$ cat src/swfp_pkg.sv
// Purpose: shared constants and types for the switch fault protection control
// Assumes: 20 MHz ref_clk, AXI4-Lite register access with 32-bit data
// Notes:   every count of cycles is derived here from a time in its own unit
package swfp_pkg;

   // ---------------------------------------------------------------
   // clock and timing
   // ---------------------------------------------------------------
   localparam int CLK_PERIOD_NS = 50;
   localparam int CLK_MHZ       = 20;
   localparam int DEGLITCH_NS   = 3000;
   localparam int DEGLITCH_CYC  = (DEGLITCH_NS + CLK_PERIOD_NS - 1) / CLK_PERIOD_NS;
   // retry interval length is arbitrary, no figure is given for it
   localparam int RETRY_US      = 1000;
   localparam int RETRY_CYC     = RETRY_US * CLK_MHZ;
   localparam int FOLD_COUNT    = 7;

   // ---------------------------------------------------------------
   // current limit derating over temperature (degrees C)
   // ---------------------------------------------------------------
   localparam logic [7:0] KNEE_C       = 8'h3C;
   localparam logic [7:0] UPPER_C      = 8'h96;
   localparam logic [7:0] SCALE_FULL   = 8'hFF;
   localparam int         DERATE_MUL   = 45;
   localparam int         DERATE_SHIFT = 4;

   // ---------------------------------------------------------------
   // register map
   // ---------------------------------------------------------------
   localparam logic [7:0] ADDR_CTRL   = 8'h00;
   localparam logic [7:0] ADDR_STAT   = 8'h04;
   localparam int         CTRL_STBY   = 0;
   localparam int         CTRL_VAR    = 1;
   localparam int         STAT_FAULT  = 0;
   localparam int         STAT_ABS    = 1;
   localparam int         STAT_REL    = 2;
   localparam int         STAT_OC     = 3;
   localparam int         STAT_RETRY  = 4;
   localparam int         STAT_HALVED = 5;
   localparam int         STAT_SWITCH = 6;
   localparam int         STAT_UVLO   = 7;
   localparam int         STAT_LIMINT = 8;
   localparam int         STAT_RECOV  = 9;
   localparam int         STAT_CNT    = 12;
   localparam logic [1:0] RESP_OKAY   = 2'h0;
   localparam logic [1:0] RESP_SLVERR = 2'h2;

   // ---------------------------------------------------------------
   // types
   // ---------------------------------------------------------------
   typedef enum logic [1:0] {
      VAR_LOWLIM = 2'b00,
      VAR_FOLD   = 2'b01,
      VAR_FIXED  = 2'b10
   } swfp_variant_t;

   typedef enum logic [1:0] {
      ST_RUN     = 2'b00,
      ST_HOLD    = 2'b01,
      ST_RECOVER = 2'b10
   } swfp_state_t;

   localparam swfp_variant_t VARIANT_RST = VAR_FOLD;

endpackage : swfp_pkg

$ cat src/swfp_sync.sv
// Purpose: two flip-flop synchroniser for a vector of independent levels
// Assumes: each bit is a slow level; bits are not related to each other
// Notes:   the first stage feeds only the second stage
`timescale 1ns/1ps
module swfp_sync #(
   parameter int W = 1
) (
   // clock and reset
   input  wire logic         ref_clk,
   input  wire logic         rstn,
   // levels
   input  wire logic [W-1:0] d,
   output logic      [W-1:0] q
);

   logic [W-1:0] meta_reg;

   always_ff @(posedge ref_clk or negedge rstn) begin
      if (!rstn) begin
         meta_reg <= '0;
         q        <= '0;
      end else begin
         meta_reg <= d;
         q        <= meta_reg;
      end
   end

endmodule : swfp_sync

$ cat src/swfp_ctrl.sv
// Purpose: fault handling control of a single-channel high-side switch
// Assumes: monitor comparators arrive as asynchronous pins; fet_temp_c is
//          produced by on-chip logic on ref_clk
// Notes:   variant and standby are software controls over AXI4-Lite
`timescale 1ns/1ps
// Function
// - thermal or current fault turns switch off
// - fault state drives sense fault, pin too
// - hold off until hold low, retry, clear
// - thermal fault on absolute or relative excess
// - absolute fault clears after hysteresis cooling
// - relative fault clears when retry expires
// - current limit turns channel off after deglitch
// - overcurrent passes 3 us deglitch first
// - seven consecutive faults halve the limit, except in VAR_LOWLIM
// - standby or clean cycle restores limit
// - bad limit resistor selects internal limit
// - fixed variant always uses internal limit
// - fixed limit flat, then derates linearly
// - undervoltage lockout with fall/rise levels
// - load dump keeps present switch state
// - reverse battery forces switch on
// - sense fault stays until output rises; enable low also clears it
// - only fixed variant drives fault pin
module swfp_ctrl
   import swfp_pkg::*;
#(
   parameter int RETRY_CYCLES = RETRY_CYC
) (
   // clock and reset
   input  wire logic        ref_clk,
   input  wire logic        rstn,
   // axi4-lite write
   input  wire logic [7:0]  s_axi_awaddr,
   input  wire logic        s_axi_awvalid,
   output logic             s_axi_awready,
   input  wire logic [31:0] s_axi_wdata,
   input  wire logic [3:0]  s_axi_wstrb,
   input  wire logic        s_axi_wvalid,
   output logic             s_axi_wready,
   output logic [1:0]       s_axi_bresp,
   output logic             s_axi_bvalid,
   input  wire logic        s_axi_bready,
   // axi4-lite read
   input  wire logic [7:0]  s_axi_araddr,
   input  wire logic        s_axi_arvalid,
   output logic             s_axi_arready,
   output logic [31:0]      s_axi_rdata,
   output logic [1:0]       s_axi_rresp,
   output logic             s_axi_rvalid,
   input  wire logic        s_axi_rready,
   // controller pins
   input  wire logic        en_pin,
   input  wire logic        hold_pin,
   // monitors
   input  wire logic        limit_set_ok_pin,
   input  wire logic        uv_fall_pin,
   input  wire logic        uv_rise_pin,
   input  wire logic        load_dump_pin,
   input  wire logic        rev_batt_pin,
   input  wire logic        vout_high_pin,
   input  wire logic        temp_abs_pin,
   input  wire logic        temp_cool_pin,
   input  wire logic        temp_rel_pin,
   input  wire logic [3:0]  i_over_pin,
   input  wire logic [7:0]  fet_temp_c,
   // switch and indication
   output logic             switch_on,
   output logic             sense_output,
   output logic             fault_open_drain_out,
   output logic             fault_open_drain_oe,
   output logic             limit_internal,
   output logic             limit_halved,
   output logic [7:0]       limit_scale
);

   // ---------------------------------------------------------------
   // pin synchronisers
   // ---------------------------------------------------------------
   logic [14:0] pin_s;
   logic        en_s, hold_s, res_ok_s, uvf_s, uvr_s, ld_s, rev_s, vout_s;
   logic        abs_temp_threshold_s, tcool_s, relative_temp_threshold_s;
   logic [3:0]  i_over_s;

   swfp_sync #(.W(15)) u_sync (
      .ref_clk (ref_clk),
      .rstn    (rstn),
      .d       ({i_over_pin, temp_rel_pin, temp_cool_pin, temp_abs_pin, vout_high_pin,
                 rev_batt_pin, load_dump_pin, uv_rise_pin, uv_fall_pin,
                 limit_set_ok_pin, hold_pin, en_pin}),
      .q       (pin_s)
   );

   assign {i_over_s, relative_temp_threshold_s, tcool_s, abs_temp_threshold_s, vout_s, rev_s, ld_s, uvr_s, uvf_s,
           res_ok_s, hold_s, en_s} = pin_s;

   // ---------------------------------------------------------------
   // state
   // ---------------------------------------------------------------
   localparam logic [6:0]  DG_MAX    = 7'(DEGLITCH_CYC - 1);
   localparam logic [2:0]  FOLD_MAX  = 3'(FOLD_COUNT);
   localparam logic [23:0] RETRY_MAX = 24'(RETRY_CYCLES - 1);

   swfp_state_t   state_reg, state_next;
   swfp_variant_t variant_reg;
   logic          standby_reg;
   logic          abs_flag_reg, rel_flag_reg, oc_flag_reg;
   logic [6:0]    dg_cnt_reg;
   logic [23:0]   retry_cnt_reg;
   logic          retry_done_reg;
   logic          uvlo_reg;
   logic [2:0]    fold_cnt_reg;
   logic          on_seen_reg;
   logic          sw_next;
   logic          fault_any, trip, oc_raw, fixed_var;

   assign fault_any = abs_flag_reg | rel_flag_reg | oc_flag_reg;
   assign trip      = (state_reg != ST_HOLD) && fault_any;
   assign fixed_var = (variant_reg == VAR_FIXED);
   // comparator index: bit0 internal reference, bit1 halved reference
   assign oc_raw    = i_over_s[{limit_halved, limit_internal}] & switch_on;

   // ---------------------------------------------------------------
   // fault detection
   // ---------------------------------------------------------------
   always_ff @(posedge ref_clk or negedge rstn) begin
      if (!rstn) begin
         abs_flag_reg <= 1'b0;
      end else if (abs_temp_threshold_s) begin
         abs_flag_reg <= 1'b1;
      end else if (tcool_s) begin
         abs_flag_reg <= 1'b0;
      end
   end

   always_ff @(posedge ref_clk or negedge rstn) begin
      if (!rstn) begin
         rel_flag_reg <= 1'b0;
      end else if (relative_temp_threshold_s) begin
         rel_flag_reg <= 1'b1;
      end else if (retry_done_reg && state_reg == ST_HOLD) begin
         rel_flag_reg <= 1'b0;
      end
   end

   // short pulses through the limit are ignored; cost is 3 us of overshoot
   always_ff @(posedge ref_clk or negedge rstn) begin
      if (!rstn) begin
         dg_cnt_reg  <= '0;
         oc_flag_reg <= 1'b0;
      end else begin
         if (!oc_raw) begin
            dg_cnt_reg <= '0;
         end else if (dg_cnt_reg != DG_MAX) begin
            dg_cnt_reg <= dg_cnt_reg + 7'h01;
         end
         if (oc_raw && dg_cnt_reg == DG_MAX) begin
            oc_flag_reg <= 1'b1;
         end else if (!oc_raw) begin
            oc_flag_reg <= 1'b0;
         end
      end
   end

   always_ff @(posedge ref_clk or negedge rstn) begin
      if (!rstn) begin
         uvlo_reg <= 1'b1;
      end else if (uvf_s) begin
         uvlo_reg <= 1'b1;
      end else if (uvr_s) begin
         uvlo_reg <= 1'b0;
      end
   end

   // ---------------------------------------------------------------
   // retry interval
   // ---------------------------------------------------------------
   always_ff @(posedge ref_clk or negedge rstn) begin
      if (!rstn) begin
         retry_cnt_reg  <= '0;
         retry_done_reg <= 1'b1;
      end else if (trip) begin
         retry_cnt_reg  <= '0;
         retry_done_reg <= 1'b0;
      end else if (!retry_done_reg) begin
         if (retry_cnt_reg == RETRY_MAX) begin
            retry_done_reg <= 1'b1;
         end else begin
            retry_cnt_reg <= retry_cnt_reg + 24'h000001;
         end
      end
   end

   // ---------------------------------------------------------------
   // fault state machine
   // ---------------------------------------------------------------
   always_comb begin
      state_next = state_reg;
      case (state_reg)
         ST_RUN: begin
            if (fault_any) begin
               state_next = ST_HOLD;
            end
         end
         ST_HOLD: begin
            if (!hold_s && retry_done_reg && !fault_any) begin
               state_next = en_s ? ST_RECOVER : ST_RUN;
            end
         end
         ST_RECOVER: begin
            if (fault_any) begin
               state_next = ST_HOLD;
            end else if (vout_s || !en_s) begin
               state_next = ST_RUN;
            end
         end
         default: begin
            state_next = ST_RUN;
         end
      endcase
   end

   // reverse battery outranks the load dump freeze, which outranks faults
   always_comb begin
      if (rev_s) begin
         sw_next = 1'b1;
      end else if (ld_s) begin
         sw_next = switch_on;
      end else begin
         sw_next = en_s && !uvlo_reg && !standby_reg && !fault_any
                   && (state_reg != ST_HOLD);
      end
   end

   always_ff @(posedge ref_clk or negedge rstn) begin
      if (!rstn) begin
         state_reg            <= ST_RUN;
         switch_on            <= 1'b0;
         sense_output         <= 1'b0;
         fault_open_drain_oe  <= 1'b0;
         fault_open_drain_out <= 1'b0;
      end else begin
         state_reg            <= state_next;
         switch_on            <= sw_next;
         sense_output         <= (state_next != ST_RUN);
         // drive low while healthy; releasing the pin signals the fault
         fault_open_drain_oe  <= fixed_var && (state_next == ST_RUN);
         fault_open_drain_out <= 1'b0;
      end
   end

   // ---------------------------------------------------------------
   // current limit selection and foldback
   // ---------------------------------------------------------------
   always_ff @(posedge ref_clk or negedge rstn) begin
      if (!rstn) begin
         fold_cnt_reg <= '0;
         limit_halved <= 1'b0;
         on_seen_reg  <= 1'b0;
      end else if (trip) begin
         if (fold_cnt_reg != FOLD_MAX) begin
            fold_cnt_reg <= fold_cnt_reg + 3'h1;
         end
         if (fold_cnt_reg == FOLD_MAX - 3'h1 && (variant_reg == VAR_FOLD || fixed_var)) begin
            limit_halved <= 1'b1;
         end
         on_seen_reg <= 1'b0;
      end else if (standby_reg || (on_seen_reg && !switch_on)) begin
         fold_cnt_reg <= '0;
         limit_halved <= 1'b0;
         on_seen_reg  <= 1'b0;
      end else if (switch_on && state_reg == ST_RUN) begin
         on_seen_reg <= 1'b1;
      end
   end

   logic [15:0] derate_prod;

   always_comb begin
      derate_prod = 16'((fet_temp_c - KNEE_C) * DERATE_MUL) >> DERATE_SHIFT;
   end

   always_ff @(posedge ref_clk or negedge rstn) begin
      if (!rstn) begin
         limit_internal <= 1'b0;
         limit_scale    <= SCALE_FULL;
      end else begin
         limit_internal <= fixed_var || !res_ok_s;
         if (!fixed_var || fet_temp_c <= KNEE_C) begin
            limit_scale <= SCALE_FULL;
         end else if (fet_temp_c >= UPPER_C || derate_prod > 16'h00FF) begin
            limit_scale <= 8'h00;
         end else begin
            limit_scale <= SCALE_FULL - derate_prod[7:0];
         end
      end
   end

   // ---------------------------------------------------------------
   // axi4-lite slave
   // ---------------------------------------------------------------
   function automatic logic [1:0] reg_sel(input logic [7:0] a);
      case (a)
         ADDR_CTRL: reg_sel = 2'h1;
         ADDR_STAT: reg_sel = 2'h2;
         default:   reg_sel = 2'h0;
      endcase
   endfunction : reg_sel

   logic [7:0]  aw_addr_reg;
   logic [31:0] w_data_reg;
   logic [3:0]  w_strb_reg;
   logic        wr_fire;
   logic [31:0] stat_word;

   assign wr_fire = !s_axi_awready && !s_axi_wready && !s_axi_bvalid;

   always_comb begin
      stat_word                 = '0;
      stat_word[STAT_FAULT]     = sense_output;
      stat_word[STAT_ABS]       = abs_flag_reg;
      stat_word[STAT_REL]       = rel_flag_reg;
      stat_word[STAT_OC]        = oc_flag_reg;
      stat_word[STAT_RETRY]     = retry_done_reg;
      stat_word[STAT_HALVED]    = limit_halved;
      stat_word[STAT_SWITCH]    = switch_on;
      stat_word[STAT_UVLO]      = uvlo_reg;
      stat_word[STAT_LIMINT]    = limit_internal;
      stat_word[STAT_RECOV]     = (state_reg == ST_RECOVER);
      stat_word[STAT_CNT+:3]    = fold_cnt_reg;
   end

   always_ff @(posedge ref_clk or negedge rstn) begin
      if (!rstn) begin
         s_axi_awready <= 1'b1;
         s_axi_wready  <= 1'b1;
         s_axi_bvalid  <= 1'b0;
         s_axi_bresp   <= RESP_OKAY;
         aw_addr_reg   <= '0;
         w_data_reg    <= '0;
         w_strb_reg    <= '0;
      end else begin
         if (s_axi_awvalid && s_axi_awready) begin
            aw_addr_reg   <= s_axi_awaddr;
            s_axi_awready <= 1'b0;
         end
         if (s_axi_wvalid && s_axi_wready) begin
            w_data_reg   <= s_axi_wdata;
            w_strb_reg   <= s_axi_wstrb;
            s_axi_wready <= 1'b0;
         end
         if (wr_fire) begin
            s_axi_bvalid <= 1'b1;
            s_axi_bresp  <= (reg_sel(aw_addr_reg) == 2'h0) ? RESP_SLVERR : RESP_OKAY;
         end
         if (s_axi_bvalid && s_axi_bready) begin
            s_axi_bvalid  <= 1'b0;
            s_axi_awready <= 1'b1;
            s_axi_wready  <= 1'b1;
         end
      end
   end

   always_ff @(posedge ref_clk or negedge rstn) begin
      if (!rstn) begin
         standby_reg <= 1'b0;
         variant_reg <= VARIANT_RST;
      end else if (wr_fire && reg_sel(aw_addr_reg) == 2'h1 && w_strb_reg[0]) begin
         standby_reg <= w_data_reg[CTRL_STBY];
         variant_reg <= swfp_variant_t'(w_data_reg[CTRL_VAR+:2]);
      end
   end

   always_ff @(posedge ref_clk or negedge rstn) begin
      if (!rstn) begin
         s_axi_arready <= 1'b1;
         s_axi_rvalid  <= 1'b0;
         s_axi_rdata   <= '0;
         s_axi_rresp   <= RESP_OKAY;
      end else if (s_axi_arvalid && s_axi_arready) begin
         s_axi_arready <= 1'b0;
         s_axi_rvalid  <= 1'b1;
         s_axi_rresp   <= RESP_OKAY;
         case (reg_sel(s_axi_araddr))
            2'h1:    s_axi_rdata <= {29'h0, variant_reg, standby_reg};
            2'h2:    s_axi_rdata <= stat_word;
            default: begin
               s_axi_rdata <= '0;
               s_axi_rresp <= RESP_SLVERR;
            end
         endcase
      end else if (s_axi_rvalid && s_axi_rready) begin
         s_axi_rvalid  <= 1'b0;
         s_axi_arready <= 1'b1;
      end
   end
endmodule : swfp_ctrl

$ cat config.mk
export PLATFORM = sky130hd
export DESIGN_NAME = swfp_ctrl
export DESIGN_NICKNAME = d
export VERILOG_FILES = /design/src/swfp_pkg.sv /design/src/swfp_sync.sv /design/src/swfp_ctrl.sv
export SDC_FILE = /design/constraint.sdc
export NUM_CORES = 1
export LEC_CHECK = 0
export BUFFER_PORTS_ARGS = -buffer_cell sky130_fd_sc_hd__buf_2
export CAP_MARGIN = 20
export CORE_AREA = 10 10 171 173
export DETAILED_ROUTE_END_ITERATION = 8
export DIE_AREA = 0 0 181 183
export MAX_ROUTING_LAYER = met4
export SETUP_SLACK_MARGIN = 0.2
export SKIP_LAST_GASP = 1
export SYNTH_ARGS = -nofsm -noshare
export SYNTH_HDL_FRONTEND = slang
export SYNTH_HIERARCHICAL = 1
export SYNTH_SLANG_ARGS = --single-unit
$ cat constraint.sdc
create_clock -name ref_clk -period 4.06 [get_ports ref_clk]
set_input_delay 0.609 -clock ref_clk [delete_from_list [all_inputs] [get_ports ref_clk]]
set_output_delay 0.609 -clock ref_clk [all_outputs]
set_load 0.05 [all_outputs]
==> impl_metrics.csv <==
group,metric,value,unit
status,outcome,"finished with violations",
status,violations,"negative setup slack",
detailed_routing,postRouteAntennaNets,0,
power_and_ir_drop,swShare,0.342,
worst_setup_path,worstPathCellList,"buf_6 > nand4_4 > nor2b_4 > xor2_4 > ha_4 > ha_4 > fa_1 > inv_1 > fa_1 > inv_2 > ha_4 > and4_1 > o211ai_1 > a41o_1 > o41ai_4 > o31ai_4 > buf_6 > o21ai_2",
floorplan,pin_count,137,
sta,setup_viol,8,
floorplan,die_x,181,µm
worst_setup_path,worstPathMaxFanout,8,
logic_synthesis,syn_area_per_cell,10.8,µm²
logic_synthesis,ys_types,62,
global_route,grt_first_pass_wirelength,23400,µm
clock_network,cts_buffer_depth,2,
floorplan,coreArea,25800,µm²
global_route,top_usage_layer,"met2",
clock_network,root_buffer,"clkbuf_16",
detailed_routing,wirelength,14100,µm
sta,max_slew_margin,0.308,
worst_setup_path,slowest_delay,0.48,ns
logic_synthesis,ys_seq_elements,120,
sta,period_share,1.01,
cells_and_area,final_common_cell,"dfrtp_1",
logic_synthesis,synth_area_leaders,"dfrtp_1 42%, ha_1 8.1%, dfstp_2 5.8%",
sta,hold_violations,0,
sta,worst_slew_pin_slew,1.04,ns
floorplan,die_h,183,µm
logic_synthesis,synth_area,6340,µm²
placement,place_congestion,0.781,
sta,finalSetupTns,-0.160,ns
logic_synthesis,yosys.area.top_type,"dfrtp_1",
job,drv_cap,0,
clock_network,cts_num_sinks,120,
worst_setup_path,cp_common_cell,"ha_4",
global_route,use_met1,0.108,
power_and_ir_drop,leakagePower,0.00389,µW
global_route,grt_max_degree,74,
power_and_ir_drop,power.net_switching,1580,µW
sta,rsz0062_at_grt,"true",
clock_network,cts_tree,"done",
global_route,grt_util_met3,0.0226,
cells_and_area,final_nets,872,
sta,clock-skew-final,0.0115,ns
logic_synthesis,synth_top_area_share,0.418,
power_and_ir_drop,seq_power_share,0.323,
detailed_routing,drcViolationCount,0,
detailed_routing,wl_per_cell,13.0,µm
power_and_ir_drop,combPwrFrac,0.369,
power_and_ir_drop,p_int,3040,µW
placement,place_hpwl,11000,µm
worst_setup_path,critPathKind,"input port to flop",
clock_network,clkTransAtPathRegs,0.06,ns
cells_and_area,final_cell_mix,"106 x dfrtp_1, 77 x buf_2, 55 x inv_1",
sta,fin_crit,4.09,ns
power_and_ir_drop,clock_power_share,0.308,
floorplan,dieArea,33100,µm²
clock_network,clock_latency,0.41,ns
worst_setup_path,rrSetupSlack,1.99,ns
logic_synthesis,seq_area_frac_synth,0.476,
global_route,grt.overflow.total,0,
worst_setup_path,cp-end-kind,"flop",
logic_synthesis,yosysWarningCount,6,
global_route,antenna_found_initial,1,
power_and_ir_drop,peakVddDrop,0.000304,V
detailed_routing,first_pass_iters,4,
cells_and_area,drive_above_1_share,0.337,
clock_network,h-tree-depth,4,
logic_synthesis,synth_ff_type,"dfrtp_1",
logic_synthesis,async_flop_share,1.00,
logic_synthesis,synth_enable_flop_cells,0,
cells_and_area,largest_reg_flops,24,
power_and_ir_drop,total_power,4620,µW
cells_and_area,syn_to_final_growth,33.2,%
floorplan,initial_core_util,0.246,
clock_network,hold_buffers,0,
global_route,first_global_vias,4603,
power_and_ir_drop,p_per_area,547,nW/µm²
min_path,min_path_type,"input port to flop",
sta,layout_setup_ws,-0.0309,ns
cells_and_area,fin_util,0.328,
worst_setup_path,crit_path_start_kind,"input port",
clock_network,cts_buffers,17,
global_route,track_usage,0.0883,
detailed_routing,num_vias,4511,
worst_setup_path,arrival,4.44,ns
sta,fmax,244,MHz
detailed_routing,vias_per_cell,4.16,
global_route,grt_use_met2,0.141,
floorplan,fp-row-count,59,
worst_setup_path,required,4.41,ns
sta,slew_viol_final,0,
placement,port-buffer-count,82,
worst_setup_path,slowest_stage,"fa_1",
logic_synthesis,syn-instance-count,590,
detailed_routing,drtIter0Drc,194,
==> Yosys cell counts, drive strengths merged (5+ instances only) <==
| master | instances |
|---|---|
| clkbuf | 7 |
| buf | 24 |
| xnor2 | 20 |
| nor3 | 15 |
| ha | 41 |
| nor2 | 40 |
| fa | 14 |
| nand3 | 16 |
| xor2 | 21 |
| dfstp | 14 |
| nor2b | 7 |
| or3 | 7 |
| mux2i | 7 |
| o21ai | 25 |
| nand4 | 8 |
| a21oi | 18 |
| inv | 61 |
| o31ai | 8 |
| o21a | 5 |
| a21o | 5 |
| dfrtp | 106 |
| mux2 | 16 |
| nand2 | 50 |
| and3 | 6 |
==> kinds of logic after synthesis <==
| kind of cell | synth area share |
|---|---|
| muxes | 0.0430 |
| other | 0.000591 |
| adders and majority gates | 0.125 |
| DFF | 0.476 |
| xor gates and xnor gates | 0.0566 |
| buffers and inverters | 0.0688 |
| AOI/OAI and AO/OA | 0.0921 |
| and+or+nand+nor | 0.138 |
==> per-stage QoR <==
stage | setup WS (ns) | area (µm²) | hold slack [ns] | cells
5_1_grt | -0.211 | 8450 | 0.279 | 1084
4_1_cts | -0.0287 | 8410 | 0.286 | 1081
3_5_place_dp | -0.567 | 7710 | 0.335 | 1044
3_3_place_gp | -0.525 | 7710 | 0.333 | 1044
2_1_floorplan | -0.208 | 6730 | 0.313 | 611
6_report | -0.0309 | 8450 | 0.302 | 1084
==> power by group through the flow <==
| stage | clock network (µW) | registers, µW | logic [µW] |
|---|---|---|---|
| after detailed placement | 0 | 1510 | 1610 |
| after CTS | 1460 | 1490 | 1710 |
| after global placement | 0 | 1510 | 1590 |
| after global routing | 1520 | 1520 | 1890 |
| after floorplan | 0 | 1610 | 1060 |
| final | 1420 | 1490 | 1710 |
==> path summary, 6_finish.rpt <==
path	from	end	cells past startpoint
max in group asynchronous	rstn	s_axi_arready	2
min reg2reg	u_sync/meta_reg[0]	u_sync/q[0]	0
max	fet_temp_c[4]	limit_scale[3]	18
max reg2reg	retry_cnt_reg[0]	retry_cnt_reg[20]	8
min	i_over_pin[3]	u_sync/meta_reg[14]	1
min in group asynchronous	rstn	dg_cnt_reg[6]	1
==> worst max-delay path: cells and delay by family <==
| kind | cells | cell delay, ns |
|---|---|---|
| adder cells (fa/ha/maj) | 5 | 1.66 |
| AO/OA/AOI/OAI | 5 | 1.08 |
| AND/OR/NAND/NOR | 3 | 0.44 |
| buffers and inverters | 4 | 0.37 |
| XOR/XNOR | 1 | 0.27 |
==> layer usage <==
layer / up-vias / routed length (µm)
li1: 2253 / -
met3: 9 / 531
met4: 0 / 129
met5: - / 0
met1: 2179 / 6440
met2: 70 / 7030
==> final cells by class <==
type / count / area, µm²
fill: 2607 / 17300
multi-input combinational: 399 / 3320
sequential: 120 / 3020
timing repair buffer: 136 / 888
clock buffer: 17 / 425
tap: 335 / 419
inverter: 61 / 229
clock inverter: 15 / 145
antenna: 1 / 2.50
==> timing repair <==
| action | 4_1_cts | 5_1_grt |
|---|---|---|
| pin swaps | 24 | 3 |
| gates resized for setup | 19 | 7 |
| buffers inserted | 5 | 2 |
| endpoints found under the setup margin | 8 | 8 |
(Power assumes the default switching activity.)
